`src/shared/acs_defs.svh`:
```
// offsets, field positions, reset values and timing counts of the
// converter control block; included by the package and the design
`ifndef ACS_DEFS_SVH
`define ACS_DEFS_SVH

// register indexes; byte address is four times the index
`define ACS_IDX_RESULT 4'ha
`define ACS_IDX_CSR 4'hb

// control/status fields
`define ACS_CSR_DONE_BIT 7
`define ACS_CSR_RSVD_HI_BIT 6
`define ACS_CSR_ON_BIT 5
`define ACS_CSR_RSVD_LO_BIT 4
`define ACS_CSR_SEL_MSB 3
`define ACS_CSR_SEL_LSB 0

// reset values
`define ACS_RESULT_RST 8'h00
`define ACS_CSR_RST 8'h00

// converter clock is the cpu clock divided by this
`define ACS_CONV_CLK_DIV 4
// converter clock periods per conversion
`define ACS_CONV_PERIODS 12
// periods spent loading the sample capacitor
`define ACS_LOAD_PERIODS 4
// cpu cycles per conversion
`define ACS_CONV_CYCLES (`ACS_CONV_CLK_DIV * `ACS_CONV_PERIODS)

`endif

```
`src/shared/acs_pkg.sv`:
```
// types shared by the converter control block and its bench
// assumes acs_defs.svh sits on the include path
`include "acs_defs.svh"

package acs_pkg;

  typedef struct packed {
    logic read;
    logic write;
    logic [3:0] address;
    logic [31:0] writedata;
    logic [3:0] byteenable;
  } acs_req_s;

  typedef struct packed {
    logic power_on;
    logic [3:0] input_select;
    logic sample;
    logic [7:0] trial_code;
  } acs_core_s;

  typedef enum logic [1:0] {
    ACS_IDLE,
    ACS_LOAD,
    ACS_APPROX
  } acs_state_e;

endpackage : acs_pkg

```
`src/logic/acs_top.sv`:
```
// control and status of an 8-bit successive approximation converter
// assumes an avalon-mm master on sys_clk (word addressed) and an analog
// core with a trial dac and a comparator output asynchronous to sys_clk
//
// How it works
// - done flag sets on finish, clears on control write or result read
// - done flag reads one only with fresh result
// - on bit powers converter up or down
// - four-bit select routes chosen analog input
// - read-only 8-bit result holds last value
// - both registers reset to all zeros
// - on bit starts continuous back-to-back conversions
// - control write with on bit set restarts conversion
// - twelve converter clocks, converter clock quarter
// - no interrupt; result valid until next
`include "acs_defs.svh"

module acs_top (
  input wire logic sys_clk,
  input wire logic rst_n,
  input wire acs_pkg::acs_req_s bus_req,
  output logic [31:0] avs_readdata,
  output logic avs_waitrequest,
  input wire logic comp_above,
  output acs_pkg::acs_core_s core_out
);

  logic wait_reg;
  logic [31:0] rdata_reg;
  logic [7:0] result_reg;
  logic done_reg;
  logic on_reg;
  logic [3:0] sel_reg;
  logic stale_reg;
  logic [1:0] div_reg;
  logic [3:0] cnt_reg;
  logic [7:0] sar_reg;
  logic [7:0] sar_next;
  logic [7:0] trial_mask;
  logic comp_meta_reg;
  logic comp_sync_reg;
  acs_pkg::acs_state_e state_reg;
  acs_pkg::acs_core_s core_reg;

  logic req;
  logic accept;
  logic hit_result;
  logic hit_csr;
  logic csr_wr;
  logic result_rd;
  logic tick;
  logic complete;
  logic restart;
  logic [7:0] csr_view;

  assign req = bus_req.read | bus_req.write;
  assign accept = req & ~wait_reg;
  assign hit_result = bus_req.address == `ACS_IDX_RESULT;
  assign hit_csr = bus_req.address == `ACS_IDX_CSR;
  assign csr_wr = accept & bus_req.write & hit_csr & bus_req.byteenable[0];
  assign result_rd = accept & bus_req.read & hit_result;
  assign tick = div_reg == 2'(`ACS_CONV_CLK_DIV - 1);
  assign complete = tick & (state_reg == acs_pkg::ACS_APPROX)
    & (cnt_reg == 4'(`ACS_CONV_PERIODS - 1));
  assign restart = csr_wr & bus_req.writedata[`ACS_CSR_ON_BIT];

  // reserved positions always read as zero whatever software wrote
  always_comb begin
    csr_view = 8'h00;
    csr_view[`ACS_CSR_DONE_BIT] = done_reg;
    csr_view[`ACS_CSR_ON_BIT] = on_reg;
    csr_view[`ACS_CSR_SEL_MSB:`ACS_CSR_SEL_LSB] = sel_reg;
  end

  // one wait cycle per request; answer registered so outputs come from flops
  always_ff @(posedge sys_clk) begin
    if (!rst_n) begin
      wait_reg <= 1'b1;
    end else if (req && wait_reg) begin
      wait_reg <= 1'b0;
    end else begin
      wait_reg <= 1'b1;
    end
  end

  always_ff @(posedge sys_clk) begin
    if (!rst_n) begin
      rdata_reg <= 32'h0000_0000;
    end else if (bus_req.read && wait_reg) begin
      if (hit_result) begin
        rdata_reg <= {24'h00_0000, result_reg};
      end else if (hit_csr) begin
        rdata_reg <= {24'h00_0000, csr_view};
      end else begin
        rdata_reg <= 32'h0000_0000;
      end
    end
  end

  // a result landing between snapshot and accept was not seen by the read
  always_ff @(posedge sys_clk) begin
    if (!rst_n) begin
      stale_reg <= 1'b0;
    end else if (req && wait_reg) begin
      stale_reg <= complete;
    end else begin
      stale_reg <= 1'b0;
    end
  end

  // control fields; result register has no write path
  always_ff @(posedge sys_clk) begin
    if (!rst_n) begin
      on_reg <= 1'(`ACS_CSR_RST >> `ACS_CSR_ON_BIT);
      sel_reg <= 4'(`ACS_CSR_RST);
    end else if (csr_wr) begin
      on_reg <= bus_req.writedata[`ACS_CSR_ON_BIT];
      sel_reg <= bus_req.writedata[`ACS_CSR_SEL_MSB:`ACS_CSR_SEL_LSB];
    end
  end

  // set wins over any clear in the same cycle
  always_ff @(posedge sys_clk) begin
    if (!rst_n) begin
      done_reg <= 1'(`ACS_CSR_RST >> `ACS_CSR_DONE_BIT);
    end else if (complete) begin
      done_reg <= 1'b1;
    end else if (csr_wr || (result_rd && !stale_reg)) begin
      done_reg <= 1'b0;
    end
  end

  // loaded on the same edge as the flag; no interrupt is raised
  always_ff @(posedge sys_clk) begin
    if (!rst_n) begin
      result_reg <= `ACS_RESULT_RST;
    end else if (complete) begin
      result_reg <= sar_next;
    end
  end

  // comparator crosses from the analog core
  always_ff @(posedge sys_clk) begin
    if (!rst_n) begin
      comp_meta_reg <= 1'b0;
      comp_sync_reg <= 1'b0;
    end else begin
      comp_meta_reg <= comp_above;
      comp_sync_reg <= comp_meta_reg;
    end
  end

  // converter clock enable; realigned on restart so timing is exact
  always_ff @(posedge sys_clk) begin
    if (!rst_n || restart || state_reg == acs_pkg::ACS_IDLE) begin
      div_reg <= 2'd0;
    end else begin
      div_reg <= div_reg + 2'd1;
    end
  end

  // trial bit under test, msb first
  assign trial_mask = 8'h80 >> (cnt_reg - 4'(`ACS_LOAD_PERIODS));

  always_comb begin
    sar_next = comp_sync_reg ? sar_reg : (sar_reg & ~trial_mask);
    sar_next = sar_next | (trial_mask >> 1);
  end

  always_ff @(posedge sys_clk) begin
    if (!rst_n) begin
      state_reg <= acs_pkg::ACS_IDLE;
      cnt_reg <= 4'd0;
      sar_reg <= 8'h00;
    end else if (restart) begin
      state_reg <= acs_pkg::ACS_LOAD;
      cnt_reg <= 4'd0;
      sar_reg <= 8'h00;
    end else if (!on_reg) begin
      state_reg <= acs_pkg::ACS_IDLE;
      cnt_reg <= 4'd0;
      sar_reg <= 8'h00;
    end else if (tick || state_reg == acs_pkg::ACS_IDLE) begin
      case (state_reg)
        acs_pkg::ACS_IDLE: begin
          state_reg <= acs_pkg::ACS_LOAD;
          cnt_reg <= 4'd0;
        end
        acs_pkg::ACS_LOAD: begin
          cnt_reg <= cnt_reg + 4'd1;
          if (cnt_reg == 4'(`ACS_LOAD_PERIODS - 1)) begin
            state_reg <= acs_pkg::ACS_APPROX;
            sar_reg <= 8'h80;
          end
        end
        acs_pkg::ACS_APPROX: begin
          if (complete) begin
            state_reg <= acs_pkg::ACS_LOAD;
            cnt_reg <= 4'd0;
            sar_reg <= 8'h00;
          end else begin
            cnt_reg <= cnt_reg + 4'd1;
            sar_reg <= sar_next;
          end
        end
        default: begin
          state_reg <= acs_pkg::ACS_IDLE;
          cnt_reg <= 4'd0;
        end
      endcase
    end
  end

  // analog side; software is trusted to pick only bonded inputs
  always_ff @(posedge sys_clk) begin
    if (!rst_n) begin
      core_reg <= '0;
    end else begin
      core_reg.power_on <= on_reg;
      core_reg.input_select <= sel_reg;
      core_reg.sample <= state_reg == acs_pkg::ACS_LOAD;
      core_reg.trial_code <= sar_reg;
    end
  end

  assign avs_waitrequest = wait_reg;
  assign avs_readdata = rdata_reg;
  assign core_out = core_reg;

  // helper: cycles since the running conversion began
  logic [7:0] age_reg;
  always_ff @(posedge sys_clk) begin
    if (!rst_n || restart || complete || state_reg == acs_pkg::ACS_IDLE) begin
      age_reg <= 8'd0;
    end else begin
      age_reg <= age_reg + 8'd1;
    end
  end

  a_done_with_result: assert property (@(posedge sys_clk) disable iff (!rst_n)
    complete |=> done_reg && result_reg == $past(sar_next))
    else $error("result and done flag not updated together");

  a_done_means_fresh: assert property (@(posedge sys_clk) disable iff (!rst_n)
    $rose(done_reg) |-> $past(complete))
    else $error("done flag set without a finished conversion");

  a_write_clears_done: assert property (@(posedge sys_clk) disable iff (!rst_n)
    csr_wr && !complete |=> !done_reg)
    else $error("control write did not clear done flag");

  a_read_clears_done: assert property (@(posedge sys_clk) disable iff (!rst_n)
    result_rd && !stale_reg && !complete |=> !done_reg)
    else $error("result read did not clear done flag");

  // age is zero right after the starting edge, so it shows one less at the end
  a_conv_length: assert property (@(posedge sys_clk) disable iff (!rst_n)
    complete |-> age_reg == 8'(`ACS_CONV_CYCLES - 1))
    else $error("conversion length wrong");

  a_result_stable: assert property (@(posedge sys_clk) disable iff (!rst_n)
    !complete |=> $stable(result_reg))
    else $error("result changed without a finished conversion");

  a_readdata_upper: assert property (@(posedge sys_clk) disable iff (!rst_n)
    !wait_reg && bus_req.read |-> avs_readdata[31:8] == 24'h00_0000)
    else $error("read data wider than one byte");

  a_abort_restart: assert property (@(posedge sys_clk) disable iff (!rst_n)
    restart |=> state_reg == acs_pkg::ACS_LOAD && cnt_reg == 4'd0 ##1 core_out.sample)
    else $error("control write did not restart conversion");

  a_off_stays_idle: assert property (@(posedge sys_clk) disable iff (!rst_n)
    !on_reg && !restart |=> state_reg == acs_pkg::ACS_IDLE ##1 !core_out.power_on)
    else $error("converter running while off");

  a_reset_zero: assert property (@(posedge sys_clk) disable iff (!rst_n)
    $past(!rst_n) |-> result_reg == 8'h00 && csr_view == 8'h00)
    else $error("registers not zero after reset");

  a_select_follows: assert property (@(posedge sys_clk) disable iff (!rst_n)
    csr_wr |=> ##1 core_out.input_select == $past(bus_req.writedata[3:0], 2))
    else $error("input select not routed");

  a_reserved_zero: assert property (@(posedge sys_clk) disable iff (!rst_n)
    !wait_reg && bus_req.read && hit_csr |-> avs_readdata[6] == 1'b0 && avs_readdata[4] == 1'b0)
    else $error("reserved bit read as one");

  a_wait_answers: assert property (@(posedge sys_clk) disable iff (!rst_n)
    req && wait_reg |=> !avs_waitrequest)
    else $error("request not answered after one wait cycle");

  c_conversion_done: cover property (@(posedge sys_clk) disable iff (!rst_n) complete);
  c_back_to_back: cover property (@(posedge sys_clk) disable iff (!rst_n)
    complete ##[40:60] complete);
  c_abort: cover property (@(posedge sys_clk) disable iff (!rst_n)
    state_reg == acs_pkg::ACS_APPROX && restart);
  c_read_done: cover property (@(posedge sys_clk) disable iff (!rst_n) result_rd && done_reg);
  c_write_while_done: cover property (@(posedge sys_clk) disable iff (!rst_n) csr_wr && done_reg);

endmodule : acs_top

```
`config.mk`:
```
export PLATFORM = sky130hd
export DESIGN_NAME = acs_top
export DESIGN_NICKNAME = d
export VERILOG_FILES = /design/src/shared/acs_pkg.sv /design/src/logic/acs_top.sv
export VERILOG_INCLUDE_DIRS = /design/src /design/src/shared
export SDC_FILE = /design/constraint.sdc
export NUM_CORES = 1
export LEC_CHECK = 0
export ABC_AREA = 1
export BUFFER_PORTS_ARGS = -buffer_cell sky130_fd_sc_hd__buf_4
export CAP_MARGIN = 15
export CORE_MARGIN = 2
export CORE_UTILIZATION = 54
export CTS_CLUSTER_DIAMETER = 50
export DETAILED_ROUTE_END_ITERATION = 16
export PLACE_DENSITY = 0.82
export SLEW_MARGIN = 20
export SYNTH_ARGS = -nofsm -noshare
export SYNTH_HDL_FRONTEND = slang
export SYNTH_SLANG_ARGS = --single-unit
```
`constraint.sdc`:
```
create_clock -name sys_clk -period 2.6 [get_ports sys_clk]
set_input_delay 0.39 -clock sys_clk [delete_from_list [all_inputs] [get_ports sys_clk]]
set_output_delay 0.39 -clock sys_clk [all_outputs]
set_load 0.05 [all_outputs]
```
-- Yosys cells after proc, flatten, opt, wreduce, memory -nomap -nowiden
Index checks and enable logic that the tools add are counted.
- flip-flop bits (word level): 80
- logic and storage cells: 84
- input port bits: 45
- $add $sub $neg: 3
- bitwise logic cells: 16
- multiplexer cells: 17
- eq/ne operators: 12
- shift-type cells: 1
- reductions and logical operators: 17
- operator list (operator ; count):
    $mux 8 ; 5
    $pmux 8 s2 ; 1
    $eq 4x4->1 const B ; 3
    $and 1x1->1 ; 9
    $reduce_and 3->1 ; 3
    $and 8x8->8 ; 1
    $ne 4x4->1 const B ; 2
    $not 8->8 ; 1
    $or 8x7->8 ; 1
    $pmux 4 s2 ; 1
    $shr 8x4->8 const A ; 1
    $mux 1 ; 6
    $pmux 2 s3 ; 1
    $add 4x1->4 const B ; 1
    $eq 2x2->1 const B ; 2
    $eq 4x2->1 const B ; 1
    $logic_or 1x1->1 ; 4
    $mux 2 ; 2
    $mux 4 ; 1
    $ne 2x2->1 const B ; 2
    $reduce_bool 2->1 ; 2
    $sub 4x3->4 const B ; 1
    $logic_and 1x1->1 ; 3
    $ne 3x1->1 const B ; 1
    other kinds (8) ; 11

-- Longest topological paths before layout
- depth in word-level cells: 8
- mapped depth: 9
- depth with buffers taken out: 8

-- Worst setup path after synthesis
Ideal clock, no wire load.
- path type: flip-flop to flip-flop
- start point: register cnt_reg[2]
- end point: register result_reg[4]
- setup time: 113 ps
- arrival: 1506 ps
- setup slack: 981 ps
- path buffers: 2
- stages on the path, launching flop included: 10
- period minus slack after synthesis: 1619 ps
- path through: dfxtp_1 > buf_2 > inv_1 > ha_1 > buf_2 > nand2_1 > o21ai_0 > nand2_1 > o21ai_1 > inv_1
- cells in the longest elaborated chain, start to end: 6
- elaborated cells between the ends (all ways): 8
- those cells by class: add/sub (1); eq/ne (1); shift (1); mux (1); bitwise (4)
- ends and longest elaborated chain (what ; line ; source):
    from (decl) ; acs_top.sv:36 ; logic [3:0] cnt_reg;
    from (signal assigned) ; acs_top.sv:190 ; cnt_reg <= cnt_reg + 4'd1;
    from (signal assigned) ; acs_top.sv:202 ; cnt_reg <= cnt_reg + 4'd1;
    $sub 4x3->4 ; acs_top.sv:163 ; assign trial_mask = 8'h80 >> (cnt_reg - 4'(`ACS_LOAD_PERIODS));
    $shr 8x4->8 ; acs_top.sv:163 ;
    $not 8->8 ; acs_top.sv:166 ; sar_next = comp_sync_reg ? sar_reg : (sar_reg & ~trial_mask);
    $and 8x8->8 ; acs_top.sv:166 ;
    $mux 8 ; acs_top.sv:166 ;
    $or 8x7->8 ; acs_top.sv:167 ; sar_next = sar_next | (trial_mask >> 1);
    to (signal assigned) ; acs_top.sv:136 ; result_reg <= `ACS_RESULT_RST;
    to (signal assigned) ; acs_top.sv:138 ; result_reg <= sar_next;
    to (decl) ; acs_top.sv:30 ; logic [7:0] result_reg;
Several ways; a longest one is shown, not always the timed one.
A chain may end at the register's enable or synchronous reset.

-- Worst setup path in the final report
- start point: register cnt_reg[2]
- end point: register result_reg[5]
Same word-level chain as after synthesis.

==> flow_summary.ini <==
[critical_path]
ff2ff_path_depth = 7
r2r_end = result_reg[5]
path_class = flip-flop to flip-flop
cp.arrival_ps = 2170
cp.required_ps = 2810
ff2ff_setup_slack_ps = 640
endpoint_kind = flip-flop
critPathMaxFanout = 12
critical_path.reg2reg.startpoint = cnt_reg[2]
crit_path_start_kind = flip-flop

[detailed_routing]
detailroute.via_count = 2135
antenna_violating_nets_post_route = 0
drt_first_pass_iters = 4
dr.first_iter.drc_count = 135
detail_route.drc_violations = 0
wire_per_inst_um = 10.26
vias_per_cell = 4.734
routed_wl_um = 4628

[yosys]
yosysSeqAreaShare = 0.4242
syn_area_mm2 = 0.002643
yosysUniqueCellTypes = 28
postSynthAreaPerCell_um2 = 7.593
ys_warn_count = 0
post_syn_instances = 348
postSynthRegisterBits = 56

[run]
max-cap-violations = 0

[clock_network]
cts_post_setup_buffers_inserted = 0
cts-root-to-sink-buffers = 2
post_cts_resized = 0
htreeDepth = 2
cts_tree = done
cts_made_buffers = 5
holdBufCountCts = 0
clockRootBuffer = clkbuf_8
clock_latency_ps = 310
clock_sinks = 56
path_clk_slew_ps = 90

[floorplan]
area_of_the_die_mm2 = 0.005469
die_width_um = 73.96
die-height_um = 73.96
floorplan.initialDensity = 0.5595
placeableCoreArea_mm2 = 0.004723
row_count = 25
design.portCount = 92

[sta]
final_critical_path_setup_slack_ps = 637.9
finalCritPeriodShare = 0.7546
maxClockFrequency_mhz = 509.7
finalSetupViolations = 0
post_route_minimum_period_ps = 1962
final_hold_viol_count = 0
final_slew_violations = 0
clock_skew_ps = 10.74
grt_setup_unrepaired = no
final.setup.tns_ps = 0

[placement]
buffer_ports.inserted = 37
place_congestion = 0.8645
post-dp-hpwl_um = 3520
place_worst_setup_slack_ps = 736.7

[layout]
seq_area_mm2 = 0.001121
num_antenna_cells = 0
nets = 441
final_core_utilization = 0.6289
largest_register_ff_count = 14
layout-area-overhead-vs-synth_pct = 12.41
multiInputGateArea_mm2 = 0.001166
final_layout_size_suffix_gt1_frac = 0.1458
n_fill_cell = 412

[power]
leakage_nw = 1.478
peakVddDrop_v = 0.0002085
power_density_mw_per_mm2 = 541.0

[outcome]
outcome = finished, final reports clean

[global_routing]
grt.overflow.total = 0
vias_in_the_first_global_route = 1874
antenna_violations_before_repair = 0
grt_start_max_net_pins = 32
grt_first_pass_wirelength_um = 7700
grt_usage = 0.1811

[min_path]
hold_crit_endpoint = comp_meta_reg
hold_start = comp_above
hold_removal_path_class = primary input to flip-flop
holdPathStages = 3
==> cells by family after synthesis <==
| family | count (synthesis) | share of synthesized area |
|---|---|---|
| DFF | 56 | 0.4242 |
| and+or+nand+nor | 138 | 0.2330 |
| buffers and inverters | 89 | 0.1671 |
| other | 1 | 0.001419 |
| AOI/OAI and AO/OA | 51 | 0.1127 |
| adders and majority gates | 13 | 0.06155 |
==> layout by cell type (no fill, tap or decap), drive strengths merged <==
cell / count
conb: 24
o21ai: 19
o211ai: 7
ha: 13
nor2b: 1
clkbuf: 6
nor2: 22
nand4: 6
nand2: 83
o21bai: 1
bufinv: 1
nand3b: 1
inv: 56
nand3: 24
dfxtp: 56
nor3: 1
clkinv: 2
a21oi: 24
buf: 37
==> worst max-delay path, stage by stage (launching register included) <==
cell and delay [ps]:
dfxtp_1 500, inv_1 210, ha_1 530, nand3_1 150, o21ai_0 190, nand2_1 100, o21ai_1 130, inv_1 50
==> synth_stat cells <==
cell,count,area (um2)
nor2_2,2,12.51
o21bai_1,1,7.510
o21ai_2,1,8.760
inv_1,56,210.2
nand3b_1,1,7.510
nand2_2,2,12.51
ha_1,13,162.7
conb_1,1,3.750
nor2_1,18,67.56
nand4_1,5,31.28
nor2b_1,1,6.260
buf_6,1,11.26
nor3_2,1,10.01
a21oi_2,2,17.52
nand3_1,24,120.1
nor2_4,2,22.52
dfxtp_1,56,1121
clkbuf_1,1,3.750
buf_4,25,187.7
nand2_1,81,304.0
o21ai_4,1,16.27
nand4_4,1,21.27
a21oi_1,22,110.1
clkinv_1,1,3.750
o21ai_0,10,50.05
buf_2,5,25.02
o211ai_1,7,52.55
o21ai_1,7,35.03
==> metal layers <==
layer,vias to the layer above,share of wire,GRT usage
met1,967,0.43,0.2010
li1,1109,-,-
met5,-,0,0
met2,50,0.51,0.3313
met3,9,0.047,0.04065
met4,0,0.016,0.07677
==> final cells by class <==
cell class | instances | share of cell area
Clock buffer | 6 | 0.02443
Timing Repair Buffer | 37 | 0.09351
Multi-Input combinational cell | 226 | 0.3926
Sequential cell | 56 | 0.3774
Tap cell | 67 | 0.02822
Clock inverter | 2 | 0.01179
Inverter | 57 | 0.07203
==> worst max-delay path by stage <==
| stage | startpoint | end | slack [ps] | cells past startpoint |
|---|---|---|---|---|
| floorplan | cnt_reg[2] | result_reg[4] | 980 | 9 |
| global placement | cnt_reg[2] | result_reg[5] | 740 | 7 |
| detailed placement | cnt_reg[2] | result_reg[5] | 740 | 7 |
| CTS | cnt_reg[2] | result_reg[5] | 700 | 7 |
| global route | cnt_reg[2] | result_reg[6] | 450 | 7 |
| finish | cnt_reg[2] | result_reg[5] | 640 | 7 |
==> power by group <==
| part | internal [mW] | leakage, nW | total [mW] | switching (mW) |
|---|---|---|---|---|
| Combinational | 0.0371 | 0.970 | 0.184 | 0.147 |
| Clock | 0.286 | 0.0552 | 0.547 | 0.261 |
| Sequential | 0.869 | 0.453 | 0.876 | 0.00703 |
| Total | 1.19 | 1.48 | 1.61 | 0.415 |
==> metrics by stage <==
step	cell area (um2)	instances	hold WS, ps	power, mW
global route	2970	451	263.8	1.666
global placement	2863	443	406.0	1.077
floorplan	2729	371	390.5	1.067
CTS	2970	451	259.5	1.622
finish	2970	451	270.7	1.607
detailed placement	2863	443	414.6	1.080
Power figures use the tool's default switching activity.
